==> src/ffr_defs.svh <==
// constants for the transmit flag and receive parallel output block
`ifndef FFR_DEFS_SVH
`define FFR_DEFS_SVH
// transmit fifo depth and half-full level in characters
`define FFR_TX_DEPTH 256
`define FFR_HALF_LEVEL 9'h080
// receive path buffer depth in characters
`define FFR_RX_DEPTH 16
// consecutive host-clock samples counted before the next qualified one starts a fifo reset
`define FFR_RST_SAMPLES 3'h7
// last index of the 511-character self-test sequence
`define FFR_BIST_LAST 9'h1fe
// last divider count of each four-clk_i-cycle half period of the recovered character clock
`define FFR_RXDIV_LAST 4'h3
`endif

==> src/ffr_pkg.sv <==
// types shared by the transmit flag and receive parallel output block
`default_nettype none
package ffr_pkg;
  // pins from outside the clock domain, synchronised together
  typedef struct packed {
    logic tx_clk;
    logic ref_clk;
    logic rx_clk;
    logic rst_n;
    logic wen_n;
    logic cs_n;
    logic byp_n;
    logic bist_n;
    logic ext_pol;
    logic chip_rst_n;
    logic codec_n;
    logic rxoe_n;
    logic [7:0] tx_data;
  } ffr_pins_t;

  // complete state of the top module
  typedef struct packed {
    ffr_pins_t s1;
    ffr_pins_t s2;
    logic tx_clk_prev;
    logic ref_clk_prev;
    logic rx_clk_prev;
    logic [2:0] rst_cnt;
    logic fifo_rst;
    logic [8:0] bist_cnt;
    logic bist_pulse;
    logic [3:0] div_cnt;
    logic rx_clk_gen;
    logic [7:0] rx_data;
    logic half;
    logic half_oe;
    logic empty;
    logic empty_oe;
    logic rx_clk_oe;
    logic rx_oe;
  } ffr_top_t;
endpackage
`default_nettype wire

==> src/ffr_top.sv <==
// transmit fifo flags, receive clock direction and low receive data outputs
// Behaviour
// RQ1: half flag set when transmit fifo holds 128 or more characters
// RQ2: half flag held set while a transmit fifo reset runs
// RQ3: half flag stays deasserted when the transmit fifo is bypassed
// RQ4: half flag floats only while full-chip reset is low
// RQ5: empty flag set when the transmit fifo has nothing for the encoder
// RQ6: empty flag deasserted throughout a transmit fifo reset
// RQ7: in bypass the empty flag means transmitter ready for a character
// RQ8: in self-test empty flag pulses one clock period per sequence end
// RQ9: host keeps its transmit clock running during self-test
// RQ10: empty flag polarity follows the external-fifo select input
// RQ11: empty flag driven when chip select low, floated when high
// RQ12: with receive fifo enabled the host drives the receive clock
// RQ13: in bypass the device drives a continuous character clock
// RQ14: decoded data shown on low outputs, commands leave them unchanged
// RQ15: with decoder bypassed the raw character low bits are shown
// RQ16: receive data updates on the rising receive clock edge
// RQ17: receive output enable input floats or drives the data outputs
// RQ18: seven low reset samples with write idle start a fifo reset; the code starts it on the eighth qualified sample
// RQ19: self-test runs a 511-character loop and stops fifo reads
// RQ20: transmit fifo holds 256 characters
`default_nettype none
`include "ffr_defs.svh"

module ffr_fifo #(
  parameter int W = 8,
  parameter int DEPTH = 16,
  localparam int AW = $clog2(DEPTH)
) (
  // clock and reset
  input wire logic clk_i,
  input wire logic rst_i,
  input wire logic clr_i,
  // filling side
  input wire logic in_valid_i,
  output logic in_ready_o,
  input wire logic [W-1:0] in_data_i,
  // draining side
  output logic out_valid_o,
  input wire logic out_ready_i,
  output logic [W-1:0] out_data_o,
  // fill level
  output logic [AW:0] count_o
);
  typedef struct packed {
    logic [AW-1:0] wp;
    logic [AW-1:0] rp;
    logic [AW:0] cnt;
  } ffr_fifo_t;

  ffr_fifo_t q;
  ffr_fifo_t d;
  logic [W-1:0] mem [DEPTH];
  logic push;
  logic pop;

  // handshakes from the fill level; clear refuses writes
  assign in_ready_o = (q.cnt != (AW+1)'(DEPTH)) && !clr_i;
  assign out_valid_o = (q.cnt != '0) && !clr_i;
  assign push = in_valid_i && in_ready_o;
  assign pop = out_valid_o && out_ready_i;
  assign out_data_o = mem[q.rp];
  assign count_o = q.cnt;

  // pointer and level update
  always_comb
  begin
    d = q;
    if (clr_i)
    begin
      d = '0;
    end
    else
    begin
      if (push)
      begin
        d.wp = q.wp + 1'b1;
      end
      if (pop)
      begin
        d.rp = q.rp + 1'b1;
      end
      d.cnt = q.cnt + (AW+1)'(push) - (AW+1)'(pop);
    end
  end

  // storage has no reset; pointers do
  always_ff @(posedge clk_i)
  begin
    if (push)
    begin
      mem[q.wp] <= in_data_i;
    end
    if (rst_i)
    begin
      q <= '0;
    end
    else
    begin
      q <= d;
    end
  end
endmodule

module ffr_top (
  // clock and reset
  input wire logic clk_i,
  input wire logic rst_i,
  // host transmit side pins
  input wire logic tx_host_clock_i,
  input wire logic reference_clock_i,
  input wire logic tx_fifo_reset_n_i,
  input wire logic tx_write_enable_n_i,
  input wire logic chip_select_n_i,
  input wire logic [7:0] tx_data_i,
  // configuration pins
  input wire logic fifo_bypass_n_i,
  input wire logic tx_selftest_enable_n_i,
  input wire logic external_fifo_polarity_i,
  input wire logic chip_reset_n_i,
  input wire logic codec_bypass_n_i,
  input wire logic rx_output_enable_n_i,
  // transmit status flags
  output logic tx_fifo_half_flag_o,
  output logic tx_fifo_half_flag_oe_o,
  output logic tx_fifo_empty_flag_o,
  output logic tx_fifo_empty_flag_oe_o,
  // two-way receive clock pin
  input wire logic rx_char_clock_i,
  output logic rx_char_clock_o,
  output logic rx_char_clock_oe_o,
  // receive data pins
  output logic [7:0] rx_parallel_data_low_o,
  output logic rx_parallel_data_low_oe_o,
  // encoder side
  output logic [7:0] enc_char_o,
  output logic enc_char_valid_o,
  input wire logic enc_ready_i,
  // decoder side
  input wire logic [7:0] dec_char_i,
  input wire logic dec_cmd_i,
  input wire logic dec_valid_i,
  output logic dec_ready_o
);
  ffr_pkg::ffr_top_t q;
  ffr_pkg::ffr_top_t d;
  ffr_pkg::ffr_pins_t pins;
  logic tx_edge;
  logic ref_edge;
  logic rx_edge;
  logic gen_rise;
  logic bist;
  logic byp;
  logic wr_req;
  logic rst_cond;
  logic empty_raw;
  logic tx_in_ready;
  logic tx_out_valid;
  logic tx_out_ready;
  logic [8:0] tx_count;
  logic rx_out_valid;
  logic [8:0] rx_out_data;

  // gather the asynchronous pins for the synchroniser
  always_comb
  begin
    pins.tx_clk = tx_host_clock_i;
    pins.ref_clk = reference_clock_i;
    pins.rx_clk = rx_char_clock_i;
    pins.rst_n = tx_fifo_reset_n_i;
    pins.wen_n = tx_write_enable_n_i;
    pins.cs_n = chip_select_n_i;
    pins.byp_n = fifo_bypass_n_i;
    pins.bist_n = tx_selftest_enable_n_i;
    pins.ext_pol = external_fifo_polarity_i;
    pins.chip_rst_n = chip_reset_n_i;
    pins.codec_n = codec_bypass_n_i;
    pins.rxoe_n = rx_output_enable_n_i;
    pins.tx_data = tx_data_i;
  end

  // edges seen on the second flop only; data shares the clock's delay
  assign tx_edge = q.s2.tx_clk && !q.tx_clk_prev;
  assign ref_edge = q.s2.ref_clk && !q.ref_clk_prev;
  assign bist = !q.s2.bist_n;
  assign byp = !q.s2.byp_n;
  assign gen_rise = (q.div_cnt == `FFR_RXDIV_LAST) && !q.rx_clk_gen;
  // RQ16: pick receive clock edge
  // RQ12: host clock edge when fifo enabled
  assign rx_edge = byp ? gen_rise : (q.s2.rx_clk && !q.rx_clk_prev);

  // host write taken on a host clock edge outside fifo reset
  assign wr_req = tx_edge && !q.s2.cs_n && !q.s2.wen_n && !q.fifo_rst;
  // RQ18: reset request qualifiers
  assign rst_cond = !q.s2.rst_n && q.s2.wen_n && !q.s2.cs_n && q.s2.byp_n;
  // RQ19: reads stop in self-test
  assign tx_out_ready = enc_ready_i && !bist && !q.fifo_rst;
  assign enc_char_valid_o = tx_out_valid && !bist && !q.fifo_rst;

  // RQ20: 256-character transmit fifo
  ffr_fifo #(
    .W(8),
    .DEPTH(`FFR_TX_DEPTH)
  ) u_tx_fifo (
    .clk_i(clk_i),
    .rst_i(rst_i),
    .clr_i(q.fifo_rst),
    .in_valid_i(wr_req),
    .in_ready_o(tx_in_ready),
    .in_data_i(q.s2.tx_data),
    .out_valid_o(tx_out_valid),
    .out_ready_i(tx_out_ready),
    .out_data_o(enc_char_o),
    .count_o(tx_count)
  );

  // receive buffer drained one character per receive clock edge
  ffr_fifo #(
    .W(9),
    .DEPTH(`FFR_RX_DEPTH)
  ) u_rx_fifo (
    .clk_i(clk_i),
    .rst_i(rst_i),
    .clr_i(1'b0),
    .in_valid_i(dec_valid_i),
    .in_ready_o(dec_ready_o),
    .in_data_i({dec_cmd_i, dec_char_i}),
    .out_valid_o(rx_out_valid),
    .out_ready_i(rx_edge),
    .out_data_o(rx_out_data),
    .count_o()
  );

  // raw empty meaning, self-test first, then bypass, then fifo state
  always_comb
  begin
    // RQ8: self-test end pulse
    if (bist)
    begin
      empty_raw = q.bist_pulse;
    end
    // RQ7: transmitter ready in bypass
    else if (byp)
    begin
      empty_raw = enc_ready_i;
    end
    // RQ6: deasserted during fifo reset
    else if (q.fifo_rst)
    begin
      empty_raw = 1'b0;
    end
    // RQ5: nothing to forward
    else
    begin
      empty_raw = !tx_out_valid;
    end
  end

  // next state
  always_comb
  begin
    d = q;
    d.s1 = pins;
    d.s2 = q.s1;
    d.tx_clk_prev = q.s2.tx_clk;
    d.ref_clk_prev = q.s2.ref_clk;
    d.rx_clk_prev = q.s2.rx_clk;
    // RQ18: count seven qualified samples
    if (tx_edge)
    begin
      if (!rst_cond)
      begin
        d.rst_cnt = '0;
      end
      else if (q.rst_cnt != `FFR_RST_SAMPLES)
      begin
        d.rst_cnt = q.rst_cnt + 3'h1;
      end
    end
    // reset holds while the request stays low, ends on the first host clock edge after its release
    if (tx_edge && (q.rst_cnt == `FFR_RST_SAMPLES) && rst_cond)
    begin
      d.fifo_rst = 1'b1;
    end
    else if (tx_edge && q.s2.rst_n)
    begin
      d.fifo_rst = 1'b0;
    end
    if (byp)
    begin
      d.fifo_rst = 1'b0;
      d.rst_cnt = '0;
    end
    // RQ19: 511-character loop on reference edges
    if (!bist)
    begin
      d.bist_cnt = '0;
      d.bist_pulse = 1'b0;
    end
    else if (ref_edge)
    begin
      // RQ8: pulse lasts one reference period
      d.bist_pulse = (q.bist_cnt == `FFR_BIST_LAST);
      d.bist_cnt = d.bist_pulse ? 9'h000 : q.bist_cnt + 9'h001;
    end
    // RQ13: free-running character clock divider
    if (q.div_cnt == `FFR_RXDIV_LAST)
    begin
      d.div_cnt = '0;
      d.rx_clk_gen = !q.rx_clk_gen;
    end
    else
    begin
      d.div_cnt = q.div_cnt + 4'h1;
    end
    d.rx_clk_oe = byp;
    // RQ14: commands leave data alone
    // RQ15: raw low bits in decoder bypass
    if (rx_edge && rx_out_valid && (!q.s2.codec_n || !rx_out_data[8]))
    begin
      d.rx_data = rx_out_data[7:0];
    end
    // RQ17: output enable from its pin
    d.rx_oe = !q.s2.rxoe_n;
    // RQ1: half level from fifo count
    // RQ2: forced set in fifo reset
    // RQ3: held deasserted in bypass
    d.half = !byp && (q.fifo_rst || (tx_count >= `FFR_HALF_LEVEL));
    // RQ4: floats only in full-chip reset
    d.half_oe = q.s2.chip_rst_n;
    // RQ10: polarity select
    d.empty = q.s2.ext_pol ? empty_raw : !empty_raw;
    // RQ11: chip select gates drive
    d.empty_oe = !q.s2.cs_n;
  end

  // single state register
  always_ff @(posedge clk_i)
  begin
    if (rst_i)
    begin
      q <= '0;
    end
    else
    begin
      q <= d;
    end
  end

  // outputs straight from flops
  assign tx_fifo_half_flag_o = q.half;
  assign tx_fifo_half_flag_oe_o = q.half_oe;
  assign tx_fifo_empty_flag_o = q.empty;
  assign tx_fifo_empty_flag_oe_o = q.empty_oe;
  assign rx_char_clock_o = q.rx_clk_gen;
  assign rx_char_clock_oe_o = q.rx_clk_oe;
  assign rx_parallel_data_low_o = q.rx_data;
  assign rx_parallel_data_low_oe_o = q.rx_oe;
endmodule
`default_nettype wire

==> config.mk <==
export PLATFORM = sky130hd
export DESIGN_NAME = ffr_top
export DESIGN_NICKNAME = d
export VERILOG_FILES = /design/src/ffr_pkg.sv /design/src/ffr_top.sv
export VERILOG_INCLUDE_DIRS = /design/src
export SDC_FILE = /design/constraint.sdc
export NUM_CORES = 2
export LEC_CHECK = 0
export BUFFER_PORTS_ARGS = -buffer_cell sky130_fd_sc_hd__buf_4
export CAP_MARGIN = 25
export CORE_AREA = 8 8 386 388
export CTS_CLUSTER_SIZE = 28
export DETAILED_ROUTE_END_ITERATION = 16
export DIE_AREA = 0 0 394 396
export GPL_TIMING_DRIVEN = 0
export PLACE_DENSITY = 0.79
export SYNTH_ARGS = -nofsm -noshare
export SYNTH_HDL_FRONTEND = slang
export SYNTH_SLANG_ARGS = --single-unit
==> constraint.sdc <==
create_clock -name clk_i -period 4.9 [get_ports clk_i]
set_input_delay 0.245 -clock clk_i [delete_from_list [all_inputs] [get_ports clk_i]]
set_output_delay 0.245 -clock clk_i [all_outputs]
set_load 0.01 [all_outputs]
==> flow_metrics.tcl <==
set metrics [dict create \
    status "finished, violations left" \
    violations "negative setup slack" \
    track_usage_pct 34.6 \
    fp.coreArea_mm2 0.143 \
    intPower_mw 31.7 \
    synth_area_per_cell_um2 20.2 \
    drc 0 \
    p_sw_share_pct 21.6 \
    worstHoldPathType "in -> reg" \
    synth.yosys.warnings 0 \
    worst_path_largest_cell_delay_ps 750 \
    p_clk_share_pct 41.3 \
    wire_per_inst_um 40.0 \
    cts_tree "built" \
    p_leak_nw 31.6 \
    die_x_um 394 \
    layout.nets 4857 \
    critical_path_required_ps 4660 \
    clk_pin_slew_ps 60 \
    min_period_ps 5100 \
    htreeDepth 4 \
    finalNonFillerCells 6883 \
    cp-end-kind "output pin" \
    synth_seq_cells 2318 \
    arrival_ps 4850 \
    setup_violations 8 \
    tightest_slew_ps 1280 \
    fp.dieH_um 396 \
    grt_pass1_vias 49500 \
    post_cts_buffers 0 \
    vias_per_cell 7.34 \
    vias 50500 \
    start_util_pct 62.5 \
    synth-main-ff-cell "edfxtp_1" \
    maxSlewHeadroom_pct 14.7 \
    grt_pass1_wl_um 376000 \
    netlist_instances 4421 \
    grt_max_degree 101 \
    drtAntennaViolNets 0 \
    first_pass_iters 8 \
    cts.path.max_buffers 3 \
    dp_hpwl_um 175000 \
    async_flop_share_pct 0 \
    antenna_found_initial 6 \
    fp-row-count 139 \
    crit_chain "buf_4, nor2b_1, nand2_1, a21oi_1, nand3_1, nand4_1, o21ai_1, nor4b_4, buf_4" \
    synth_area_leader_cell "edfxtp_1" \
    p_sw_mw 8.71 \
    overflow 0 \
    yosysUniqueCellTypes 58 \
    critical_path_class "reg -> out" \
    cap_violations 0 \
    power_density_mw_per_mm2 400 \
    finClkSkew_ps 32.3 \
    clock_latency_ps 860 \
    fin_ws_ps -200 \
    cts_buffers 215 \
    cts.sinks 2318 \
    synthTopCellsByArea "edfxtp_1 (74%), mux4_2 (13%), dfxtp_1 (2.8%)" \
    yosysSeqAreaShare_pct 76.6 \
    crit_fanout 10 \
    worst_path_max_delay_cell "dfxtp_1" \
    fmax_ghz 0.196 \
    yosys.area.top_type_share_pct 73.7 \
    irDropWorstVdd_v 0.000343 \
    post-place-cells 6423 \
    drive_gt1_share_pct 22.9 \
    io_buffers 57 \
    hold_ws_ps 77.5 \
    drt_iter0_drc 9285 \
    p_comb_share_pct 4.8 \
    synth_edf_count 2192 \
    rsz0062_at_grt "false" \
    io_pins 58 \
    synthTopCellsByCount "edfxtp_1 (2,192), mux4_2 (506), nor2_1 (390)" \
    wl_um 275000 \
    cp-start-kind "register" \
    die-area_mm2 0.156 \
    syn_nets 4490 \
    yosys.cell_count.top_type "edfxtp_1" \
    root_buffer "clkbuf_16" \
    cpMostUsedCell "buf_4" \
    finalHoldViolCount 0 \
    syn_area_mm2 0.0893 \
    finalMaxSlewViolations 0 \
    synthToLayoutAreaGrowth_pct 13.2 \
    seqPwrFrac_pct 53.9 \
    min_period_over_period_pct 104 \
    gp_congestion 1.08 \
]
## cells in the final DEF, fill, tap and decap left out, types with 23 or more instances in the layout
cell type	count
edfxtp_1	2192
mux4_2	506
nor2_1	386
clkbuf_16	218
mux2i_1	141
buf_4	130
dfxtp_1	118
clkbuf_1	117
nand2_1	96
a22oi_1	87
a21oi_1	69
clkinv_1	60
nor2b_1	57
dlygate4sd3_1	51
o22ai_1	44
nand3_1	42
clkinv_2	37
a22o_1	36
inv_1	35
a221oi_1	35
buf_2	34
buf_6	34
ha_1	34
nor3_1	29
o211ai_1	25
xor2_1	25
nand4_1	23
## kinds of logic after synthesis
kind of cell    after synthesis  synth area share, %
compound gates              363                 2.84
xor+xnor                     39                0.383
fa+ha+maj                    36                0.521
buf+inv                     288                 1.64
flops                      2318                 76.6
mux                         654                 14.4
simple gates                723                 3.63
## stage by stage
step                total power [mW]  util, %  setup slack [ps]  area [um2]  setup TNS, ps
floorplan                       23.4        -               666       89300              0
CTS                             40.2     70.6              2.36      101000              0
detailed placement              24.0     65.1              -175       93000           -521
global route                    41.1     70.7             0.174      101000              0
global placement                24.0     64.5             -3010       92100       -5683450
finish                          40.4     70.8              -200      101000           -661
## final timing paths
kind                        start                   endpoint  slack [ps]  depth (start not counted)
min                   dec_valid_i             u_rx_fifo.q[9]          80                          5
max                      register              enc_char_o[7]        -200                          9
max reg2reg  u_tx_fifo.count_o[2]      u_tx_fifo.mem[160][7]         360                         10
min reg2reg                 q[44]  rx_parallel_data_low_oe_o         420                          1
## critical path: cells and delay by family, from the launching register on
| kind | cells | cell delay, ps |
|---|---|---|
| simple gates | 5 | 2100 |
| compound gates | 2 | 480 |
| flops | 1 | 750 |
| buf+inv | 2 | 640 |
## routing by layer
layer  vias up  share of wire, %  GRT usage (%)
met3      1142                16           13.4
li1      18800                 -              -
met2      5132                44           51.1
met5         -              0.16           1.91
met4        14               9.0           25.2
met1     25500                31           41.7
## flip-flops by register name, summed over array words and instances (netlist names), 5 cells and up, named ones only
signal / count
u_tx_fifo.count_o: 9
u_rx_fifo.mem: 144
u_rx_fifo.q: 8
d: 24
u_tx_fifo.q: 16
u_rx_fifo.count_o: 5
u_tx_fifo.mem: 2048
rx_parallel_data_low_o: 8
q: 37
## power groups by stage
stage	logic [mW]	clock network (mW)	registers (mW)
final	1.93	16.7	21.8
after global routing	2.01	17.3	21.8
after CTS	1.87	16.6	21.8
after detailed placement	1.79	0	22.2
after global placement	1.54	0	22.4
after floorplan	1.05	0	22.3
## final cells by class
| class | instances | area, um2 |
|---|---|---|
| well taps | 1903 | 2380 |
| repair buffers | 156 | 1880 |
| clock buffers | 259 | 5620 |
| diodes | 9 | 22.5 |
| clock inverters | 141 | 1310 |
| plain buffers | 247 | 1550 |
| inverters | 35 | 131 |
| flip-flops and latches | 2318 | 68400 |
| fillers | 7944 | 41700 |
| multi-input cells | 1815 | 19800 |
## repair_timing
item,in CTS,in global routing
hold buffers,51,0
resized for setup,111,59
endpoints found under the setup margin,8,8
hold endpoints to repair,193,0
pin swaps,0,2
No activity file was read; power rests on OpenSTA's default activity.
